<file path="src/acg_pkg.sv">
// Purpose: Shared constants for the converter phase and gain configuration block.
// Assumes: 24-bit registers reached by 5-bit register addresses from the serial command decoder.
// Notes: Offsets are register addresses, not byte addresses.
package acg_pkg;

  // ==========================================================================
  // Register map
  // ==========================================================================
  localparam int REG_ADDR_W = 5;
  localparam int REG_DATA_W = 24;
  localparam logic [4:0] ADDR_CONV_START_DELAY = 5'h0a;
  localparam logic [4:0] ADDR_AMPLIFIER_GAIN_CONFIG = 5'h0b;

  // ==========================================================================
  // Field layout and reset values
  // ==========================================================================
  localparam int DELAY_W = 12;
  localparam int DELAY_LSB = 0;
  localparam int GAIN_SEL_W = 3;
  localparam int GAIN_SEL_LSB = 0;
  localparam logic [11:0] DELAY_RESET = 12'h000;
  localparam logic [2:0] GAIN_SEL_RESET = 3'h0;

  // ==========================================================================
  // Timing
  // ==========================================================================
  localparam int OSR_W = 13;
  localparam int DELAY_CNT_W = 14;
  localparam int MOD_DIV_DEFAULT = 4;
  localparam int CONV_RESET_CYCLES = 2;

  // ==========================================================================
  // Restart sequencer states
  // ==========================================================================
  typedef enum logic [3:0] {
    ST_IDLE = 4'b0001,
    ST_RESET = 4'b0010,
    ST_WAIT = 4'b0100,
    ST_RUN = 4'b1000
  } acg_state_type;

endpackage : acg_pkg

</file>
<file path="src/acg_config.sv">
// Purpose: Conversion start delay and amplifier gain registers with the converter restart sequencer.
// Assumes: Register port driven by the serial command decoder; osr_value comes from the configuration logic.
// Notes: The modulator clock is a one-cycle enable divided from core_clk.
//
// What this block does
// - Any write to the delay register resets the converter, then restarts conversion.
// - Delay register bits 23 to 12 ignore writes and read zero.
// - Delay register holds a 12-bit read/write delay code, zero after reset.
// - Conversion start waits delay code plus half the OSR plus one modulator periods.
// - Gain register at 0x0B holds a 3-bit gain select; upper bits read zero.
`timescale 1ns/1ns
`default_nettype none
module acg_config
  import acg_pkg::*;
#(
  parameter int MOD_DIV = acg_pkg::MOD_DIV_DEFAULT
) (
  input wire logic core_clk,
  input wire logic sys_rst,
  input wire logic [acg_pkg::REG_ADDR_W-1:0] reg_addr,
  input wire logic reg_wr,
  input wire logic [acg_pkg::REG_DATA_W-1:0] reg_wdata,
  input wire logic reg_rd,
  output logic reg_hit,
  output logic [acg_pkg::REG_DATA_W-1:0] reg_rdata,
  output logic reg_rvalid,
  input wire logic [acg_pkg::OSR_W-1:0] osr_value,
  output logic modulator_clock_tick,
  output logic [acg_pkg::DELAY_W-1:0] conversion_delay,
  output logic [acg_pkg::GAIN_SEL_W-1:0] amp_gain_select,
  output logic converter_reset,
  output logic conversion_start,
  output logic converter_running
);

  localparam int DIV_W = (MOD_DIV > 1) ? $clog2(MOD_DIV) : 1;
  localparam logic [DIV_W-1:0] DIV_LAST = DIV_W'(MOD_DIV - 1);
  localparam int RST_W = $clog2(CONV_RESET_CYCLES + 1);
  localparam logic [RST_W-1:0] RST_LAST = RST_W'(CONV_RESET_CYCLES - 1);

  logic [DIV_W-1:0] div_q;
  logic tick_q;
  logic [DELAY_W-1:0] delay_q;
  logic [GAIN_SEL_W-1:0] gain_q;
  logic [REG_DATA_W-1:0] rdata_q;
  logic rvalid_q;
  logic restart_q;
  logic [RST_W-1:0] rst_cnt_q;
  acg_state_type state_q;
  acg_state_type state_d;
  logic delay_wr;
  logic gain_wr;
  logic delay_load;
  logic delay_done;
  logic delay_busy;
  logic [DELAY_CNT_W-1:0] delay_total;

  // ==========================================================================
  // Modulator clock enable
  // ==========================================================================
  always_ff @(posedge core_clk) begin
    if (sys_rst) begin
      div_q <= '0;
      tick_q <= 1'b0;
    end else begin
      tick_q <= (div_q == DIV_LAST);
      if (div_q == DIV_LAST) begin
        div_q <= '0;
      end else begin
        div_q <= div_q + 1'b1;
      end
    end
  end

  // ==========================================================================
  // Register decode and storage
  // ==========================================================================
  assign delay_wr = reg_wr && (reg_addr == ADDR_CONV_START_DELAY);
  assign gain_wr = reg_wr && (reg_addr == ADDR_AMPLIFIER_GAIN_CONFIG);
  assign reg_hit = (reg_addr == ADDR_CONV_START_DELAY) || (reg_addr == ADDR_AMPLIFIER_GAIN_CONFIG);

  always_ff @(posedge core_clk) begin
    if (sys_rst) begin
      delay_q <= DELAY_RESET;
    end else if (delay_wr) begin
      delay_q <= reg_wdata[DELAY_LSB +: DELAY_W];
    end
  end

  always_ff @(posedge core_clk) begin
    if (sys_rst) begin
      gain_q <= GAIN_SEL_RESET;
    end else if (gain_wr) begin
      gain_q <= reg_wdata[GAIN_SEL_LSB +: GAIN_SEL_W];
    end
  end

  // Read answer one cycle after the strobe; unmapped addresses read zero
  always_ff @(posedge core_clk) begin
    if (sys_rst) begin
      rdata_q <= '0;
      rvalid_q <= 1'b0;
    end else begin
      rvalid_q <= reg_rd;
      if (reg_rd) begin
        rdata_q <= '0;
        if (reg_addr == ADDR_CONV_START_DELAY) begin
          rdata_q[DELAY_LSB +: DELAY_W] <= delay_q;
        end else if (reg_addr == ADDR_AMPLIFIER_GAIN_CONFIG) begin
          rdata_q[GAIN_SEL_LSB +: GAIN_SEL_W] <= gain_q;
        end
      end
    end
  end

  // ==========================================================================
  // Restart sequencer
  // ==========================================================================
  // A delay register write during any phase restarts the whole sequence
  always_ff @(posedge core_clk) begin
    if (sys_rst) begin
      restart_q <= 1'b1;
    end else begin
      restart_q <= delay_wr;
    end
  end

  always_ff @(posedge core_clk) begin
    if (sys_rst) begin
      rst_cnt_q <= '0;
    end else if (restart_q || state_q != ST_RESET) begin
      rst_cnt_q <= '0;
    end else if (rst_cnt_q != RST_LAST) begin
      rst_cnt_q <= rst_cnt_q + 1'b1;
    end
  end

  always_comb begin
    state_d = state_q;
    unique case (state_q)
      ST_IDLE: begin
        state_d = ST_IDLE;
      end
      ST_RESET: begin
        if (rst_cnt_q == RST_LAST) begin
          state_d = ST_WAIT;
        end
      end
      ST_WAIT: begin
        if (delay_done) begin
          state_d = ST_RUN;
        end
      end
      ST_RUN: begin
        state_d = ST_RUN;
      end
      default: begin
        state_d = ST_RESET;
      end
    endcase
    if (restart_q) begin
      state_d = ST_RESET;
    end
  end

  always_ff @(posedge core_clk) begin
    if (sys_rst) begin
      state_q <= ST_IDLE;
    end else begin
      state_q <= state_d;
    end
  end

  // ==========================================================================
  // Start delay: code plus half the oversampling ratio
  // ==========================================================================
  assign delay_total = DELAY_CNT_W'(delay_q) + DELAY_CNT_W'(osr_value[OSR_W-1:1]);
  assign delay_load = (state_q == ST_RESET) && (rst_cnt_q == RST_LAST) && !restart_q;

  acg_start_delay #(
    .CNT_W(DELAY_CNT_W)
  ) u_start_delay (
    .core_clk(core_clk),
    .sys_rst(sys_rst || restart_q),
    .load(delay_load),
    .load_value(delay_total),
    .mod_tick(tick_q),
    .busy(delay_busy),
    .done(delay_done)
  );

  // ==========================================================================
  // Outputs
  // ==========================================================================
  logic start_q;

  always_ff @(posedge core_clk) begin
    if (sys_rst) begin
      start_q <= 1'b0;
    end else begin
      start_q <= (state_q == ST_WAIT) && delay_done && !restart_q;
    end
  end

  assign modulator_clock_tick = tick_q;
  assign conversion_delay = delay_q;
  assign amp_gain_select = gain_q;
  assign reg_rdata = rdata_q;
  assign reg_rvalid = rvalid_q;
  assign converter_reset = (state_q == ST_RESET);
  assign conversion_start = start_q;
  assign converter_running = (state_q == ST_RUN);

endmodule : acg_config
`default_nettype wire

</file>
<file path="src/acg_start_delay.sv">
// Purpose: Counts a start delay in modulator clock periods.
// Assumes: mod_tick is a one-cycle enable at the modulator clock rate.
// Notes: A load restarts the count; done pulses once when it expires.
`timescale 1ns/1ns
`default_nettype none
module acg_start_delay
  import acg_pkg::*;
#(
  parameter int CNT_W = acg_pkg::DELAY_CNT_W
) (
  input wire logic core_clk,
  input wire logic sys_rst,
  input wire logic load,
  input wire logic [CNT_W-1:0] load_value,
  input wire logic mod_tick,
  output logic busy,
  output logic done
);

  logic [CNT_W-1:0] count_q;
  logic busy_q;
  logic done_q;

  // ==========================================================================
  // Period counter
  // ==========================================================================
  always_ff @(posedge core_clk) begin
    if (sys_rst) begin
      count_q <= '0;
      busy_q <= 1'b0;
      done_q <= 1'b0;
    end else begin
      done_q <= 1'b0;
      if (load) begin
        count_q <= load_value;
        busy_q <= 1'b1;
      end else if (busy_q && mod_tick) begin
        if (count_q == '0) begin
          busy_q <= 1'b0;
          done_q <= 1'b1;
        end else begin
          count_q <= count_q - 1'b1;
        end
      end
    end
  end

  assign busy = busy_q;
  assign done = done_q;

endmodule : acg_start_delay
`default_nettype wire

</file>
<file path="config.mk">
export PLATFORM = sky130hd
export DESIGN_NAME = acg_config
export DESIGN_NICKNAME = d
export VERILOG_FILES = /design/src/acg_pkg.sv /design/src/acg_config.sv /design/src/acg_start_delay.sv
export SDC_FILE = /design/constraint.sdc
export NUM_CORES = 1
export LEC_CHECK = 0
export BUFFER_PORTS_ARGS = -buffer_cell sky130_fd_sc_hd__buf_2
export CAP_MARGIN = 20
export CORE_MARGIN = 3
export CORE_UTILIZATION = 24
export DETAILED_ROUTE_END_ITERATION = 6
export GPL_TIMING_DRIVEN = 0
export PLACE_DENSITY = 0.45
export SLEW_MARGIN = 20
export SYNTH_ARGS = -nofsm -noshare
export SYNTH_HDL_FRONTEND = slang
export SYNTH_SLANG_ARGS = --single-unit
</file>
<file path="constraint.sdc">
create_clock -name core_clk -period 2.4 [get_ports core_clk]
set_input_delay 0.24 -clock core_clk [delete_from_list [all_inputs] [get_ports core_clk]]
set_output_delay 0.24 -clock core_clk [all_outputs]
set_load 0.005 [all_outputs]
</file>
Word level (Yosys, flattened, before mapping)
Cells that the tools add are included.
{ "totals": {"register_bits": 55, "input_bits": 46, "out_inout_bits": 45, "wordCells": 70} }
{ "op_classes": {"addsub": 4, "eq_ne": 15, "n_mux": 14, "bitwise_logic": 1, "reduce_logical": 22} }
{ "ops": {"columns": ["op", "count"], "rows": [
  ["2-to-1 mux 14 bit", 3],
  ["one-hot mux 4 bit (4 select lines)", 1],
  ["logical NOT 14 bit", 1],
  ["subtractor 14 x 1 -> 14 bit, second input constant", 1],
  ["adder 12 x 12 -> 13 bit", 1],
  ["== test 5 x 4 -> 1 bit, second input constant", 2],
  ["2-to-1 mux 9 bit", 1],
  ["2-to-1 mux 4 bit", 2],
  ["AND reduction 2 bit", 4],
  ["logical AND 1 bit", 7],
  ["2-to-1 mux 3 bit", 2],
  ["inequality test 2 x 1 -> 1 bit, second input constant", 3],
  ["OR reduction 2 bit", 3],
  ["adder 2 x 1 -> 2 bit, second input constant", 2],
  ["== test 4 x 1 -> 1 bit, second input constant", 1],
  ["== test 4 x 2 -> 1 bit, second input constant", 1],
  ["== test 4 x 3 -> 1 bit, second input constant", 1],
  ["== test 4 bit, second input constant", 1],
  ["2-to-1 mux 1 bit", 4],
  ["inequality test 4 x 2 -> 1 bit, second input constant", 1],
  ["nonzero test 2 bit", 2],
  ["logical OR 1 bit", 3],
  ["inequality test 3 x 1 -> 1 bit, second input constant", 1],
  ["inequality test 3 x 2 -> 1 bit, second input constant", 1],
  ["7 further kinds", 7]
]} }

Longest topological paths before layout
{ "logic_depth": {"ltp_word": 5, "mapped_depth": 8, "mapped_depth_nobuf": 7} }

By module
A second synthesis with hierarchy kept.
{ "hier_totals": {"cells_unflattened": 372, "hier_area_um2": 3193.1} }
{ "by_module_without_submodules": {"columns": ["module", "instances", "cells_per_inst", "area_per_inst_um2", "seq_area_each_um2"], "rows": [
  ["acg_config", 1, 251, 2225.9, 780.7],
  ["acg_start_delay", 1, 121, 967.2, 320.3]
]} }

Worst setup path after synthesis
No wires, ideal clock.
{ "synth_timing": {"path_type": "register -> register", "startpoint": "reg u_start_delay.count_q[0]", "endpoint": "reg u_start_delay.count_q[1]", "setup_time_ns": 0.062, "arrival_ns": 2.120, "required_ns": 2.338, "slack_ns": 0.218, "path_stages_with_launch": 8, "path_buffers": 0, "period_less_slack_ns": 2.182, "path_cell_list": "dfxtp_1 inv_1 ha_1 or4b_1 nor4_2 a21oi_1 or4_1 nand3_1"} }
{ "synth_between": {"elab_chain_cells": 4, "elab_cells_between_ends": 7, "cone_classes": "add/sub (1); eq/ne (1); mux (3); reduce/logical (2)"} }
{ "synth_rtl": {"columns": ["element", "line_no", "rtl"], "rows": [
  ["start: declaration", "acg_start_delay.sv:20", "logic [CNT_W-1:0] count_q;"],
  ["start signal: assignment", "acg_start_delay.sv:35", "count_q <= load_value;"],
  ["start signal: assignment", "acg_start_delay.sv:42", "count_q <= count_q - 1'b1;"],
  ["subtractor 14 x 1 -> 14 bit", "acg_start_delay.sv:42", null],
  ["2-to-1 mux 14 bit", "acg_start_delay.sv:38", "if (count_q == '0) begin"],
  ["2-to-1 mux 14 bit", "acg_start_delay.sv:37", "end else if (busy_q && mod_tick) begin"],
  ["2-to-1 mux 14 bit", "acg_start_delay.sv:34", "if (load) begin"]
]} }
Several ways; a longest one is shown, not always the timed one. The select of a mux whose other input is x is not followed.
A chain may end at the register's enable or synchronous reset.

Final worst setup path
{ "layout_timing": {"startpoint": "reg delay_q[0], in the netlist conversion_delay[0]", "endpoint": "reg u_start_delay.count_q[12]"} }
{ "layout_between": {"elab_chain_cells": 2} }
{ "layout_rtl": {"columns": ["element", "line_no", "rtl"], "rows": [
  ["start: declaration", "acg_config.sv:43", "logic [DELAY_W-1:0] delay_q;"],
  ["start signal: assignment", "acg_config.sv:86", "delay_q <= reg_wdata[DELAY_LSB +: DELAY_W];"],
  ["adder 12 x 12 -> 13 bit", "acg_config.sv:177", "assign delay_total = DELAY_CNT_W'(delay_q) + DELAY_CNT_W'(osr_value[OSR_W-1:1]);"],
  ["2-to-1 mux 14 bit", "acg_start_delay.sv:34", null]
]} }
Every way passes these cells.

==> impl_metrics.yaml <==
placed_design:
  io_buffers: 64
  placed_cell_area_sq_um: 3586
  place_hpwl_mm: 6.284
  dp.cells: 601
  place_congestion: 0.7232
timing:
  setup_viol: 0
  rsz0062_at_grt: "no"
  final_max_slew_viol_count: 0
  post-route-min-period_ns: 2.290
  timing.hold.ws_ns: 0.1628
  worst_pin_slew_ns: 0.8714
  post-route-period-util_pct: 95.43
  hold_viol: 0
  max_freq_mhz: 436.6
  clock_skew_ns: 0.01042
  slew_headroom_pct: 41.12
final_layout:
  stdcell_area_sq_um: 3766
  nNetsFinal: 505
  area_delta_synth_final_pct: 24.95
  num_antenna_cells: 0
  instances_no_fill: 611
  drive_gt1_share_pct: 22.12
global_routing:
  grtUsageMet1_pct: 13.26
  met3_usage_pct: 3.123
  antenna_found_initial: 0
  grt_overflow: 0
  grt_max_degree: 18
  first_global_vias: 2664
  grtUsageMet2_pct: 19.47
  grt_pass1_wl_mm: 12.95
  top_usage_layer: "met2"
  grt.total_usage_pct: 11.27
cts:
  hold_buffers: 0
  cts_tree: "built"
  clock_path_buffers: 2
  cts_num_sinks: 55
  worstSkewPairLatency_ns: 0.31
  cts_root_buffer: "clkbuf_16"
  clkTransAtPathRegs_ns: 0.08
  cts-buffers-inserted: 5
  htreeDepth: 2
logic_synthesis:
  async_flop_share_pct: 0
  synth_cell_types: 54
  yosysWarnings: 0
  netlist_area_sq_um: 3014
  synth_top_area_cell: "dfxtp_1"
  yosys-top-cells-area: "dfxtp_1 (37%), a21oi_1 (7.0%), ha_1 (6.6%)"
  synthFlopType: "dfxtp_1"
  ys_ff_latch: 55
  synth-seq-area-share_pct: 36.53
  synth_top_area_share_pct: 36.53
  synth_edf_count: 0
  syn_inst: 358
  syn_avg_cell_area_sq_um: 8.419
detailed_routing:
  drc: 0
  drtAntennaViolNets: 0
  vias: 2749
  drt-vias-per-instance: 4.499
  dr.first_iter.drc_count: 93
  drt-pass1-iter-count: 4
  wl_per_cell_um: 12.91
  drt_wl_total_mm: 7.886
die:
  core_area_sq_um: 12160
  start_util_pct: 24.78
  die_w_um: 118.1
  dieArea_sq_um: 13940
  die_h_um: 118.1
  row_count: 40
  top_level_ports: 91
run_status:
  outcome: "finished clean"
critical_path:
  startpoint_type: "register"
  crit_type: "register to register"
  cp_slowest_cell: "a221oi_1"
  crit_arrival_ns: 2.45
  crit_path_max_incr_delay_ns: 0.41
  crit_fanout: 4
  crit_chain: "ha_1, fa_1, a21o_1, a221oi_1, o21ai_0, a21oi_1, a211oi_1"
  critPathCaptureType: "register"
  crit_required_ns: 2.56
power_and_ir_drop:
  ir_drop_mv: 0.3106
  power_density_nw_per_um2: 491.1
  leakage_nw: 1.554
hold_path:
  hold_path.class: "input pin to register"
flow_run:
  drv_cap: 0
## cell usage in the layout, fill, tap and decap left out, types with 3 or more instances in the layout
master / instances
buf_2: 64
dfxtp_1: 55
a21oi_1: 42
nand2_1: 33
nor2_1: 22
clkbuf_1: 18
nor3_1: 18
ha_1: 16
buf_4: 14
nor2b_1: 12
a211oi_1: 12
conb_1: 12
xnor2_1: 11
nand3_1: 10
o21ai_0: 9
mux2i_1: 8
inv_1: 7
and3_1: 7
nand2b_1: 5
clkbuf_16: 5
nand3b_1: 4
or4_1: 4
a21o_1: 4
and2_1: 3
nor4_1: 3
mux2_2: 3
## Yosys cell counts (all sizes together), types with 11 or more instances
cell,number
dfxtp,55
a21oi,43
nand2,33
nor2,22
nor3,19
clkbuf,17
ha,16
a211oi,12
buf,12
nor2b,12
xnor2,11
## repair_timing
item,in CTS,in global routing
pin swaps,0,1
endpoints found under the setup margin,3,4
cloned,0,0
resized for setup,1,2
buffers inserted,0,2
## cell families after synthesis
group	share of synthesized area (%)
buf+inv	5.978
fa+ha+maj	7.306
mux	3.778
simple gates	24.62
other cells	0.1244
flops	36.53
compound gates	17.89
xor+xnor	3.778
## metal layers
metal  wire length (um)  vias to the layer above
li1                   -                     1436
met1               3519                     1241
met2               3764                       60
met3                436                       12
met4                165                        0
met5                  0                        -
## state kept, by name (all words and copies together), names as in the netlist
signal and cells:
reg_rvalid 1, reg_rdata 12, state_q 4, rst_cnt_q 2
u_start_delay.count_q 14, u_start_delay.busy 1, amp_gain_select 3, u_start_delay.done 1
conversion_start 1, conversion_delay 12, div_q 2, restart_q 1
modulator_clock_tick 1
## metrics by stage
step	TNS [ns]	power, mW	utilization [%]	setup WS [ns]
final	0	1.849	30.97	0.1097
after global routing	0	1.939	30.97	0.007104
after CTS	0	1.875	30.75	0.04387
after detailed placement	-0.2010	1.117	29.49	-0.1172
after global placement	-0.1003	1.116	29.49	-0.08271
after floorplan	0	1.052	-	0.2184
## final timing paths
check | cells after the start | from | endpoint | slack, ns
max | 7 | conversion_delay[0] | u_start_delay.count_q[12] | 0.11
min | 3 | reg_wdata[4] | conversion_delay[4] | 0.16
max reg2reg | 7 | conversion_delay[0] | u_start_delay.count_q[12] | 0.11
min reg2reg | 1 | div_q[0] | div_q[0] | 0.44
## worst max-delay path: cells and delay by family, from the launching register on
kind / cells / cell delay, ns
AO/OA/AOI/OAI: 5 / 1.17
adder cells (fa/ha/maj): 2 / 0.62
flip-flops: 1 / 0.36
## layout make-up
| cell class | count | area, sq um |
|---|---|---|
| buffer | 29 | 153.9 |
| clock buffer | 6 | 128.9 |
| clock inverter | 2 | 16.27 |
| fill | 1347 | 8396 |
| inverter | 7 | 26.28 |
| multi-input combinational | 278 | 1794 |
| sequential | 55 | 1101 |
| tap | 168 | 210.2 |
| timing repair buffer | 66 | 335.3 |
## power by group
group          switching (mW)  internal, mW  total [mW]
registers             0.00956         0.924       0.933
clock network           0.361         0.393       0.754
logic                  0.0885        0.0734       0.162
total                   0.459          1.39        1.85
Note: power is estimated with default switching activity, not from simulation.
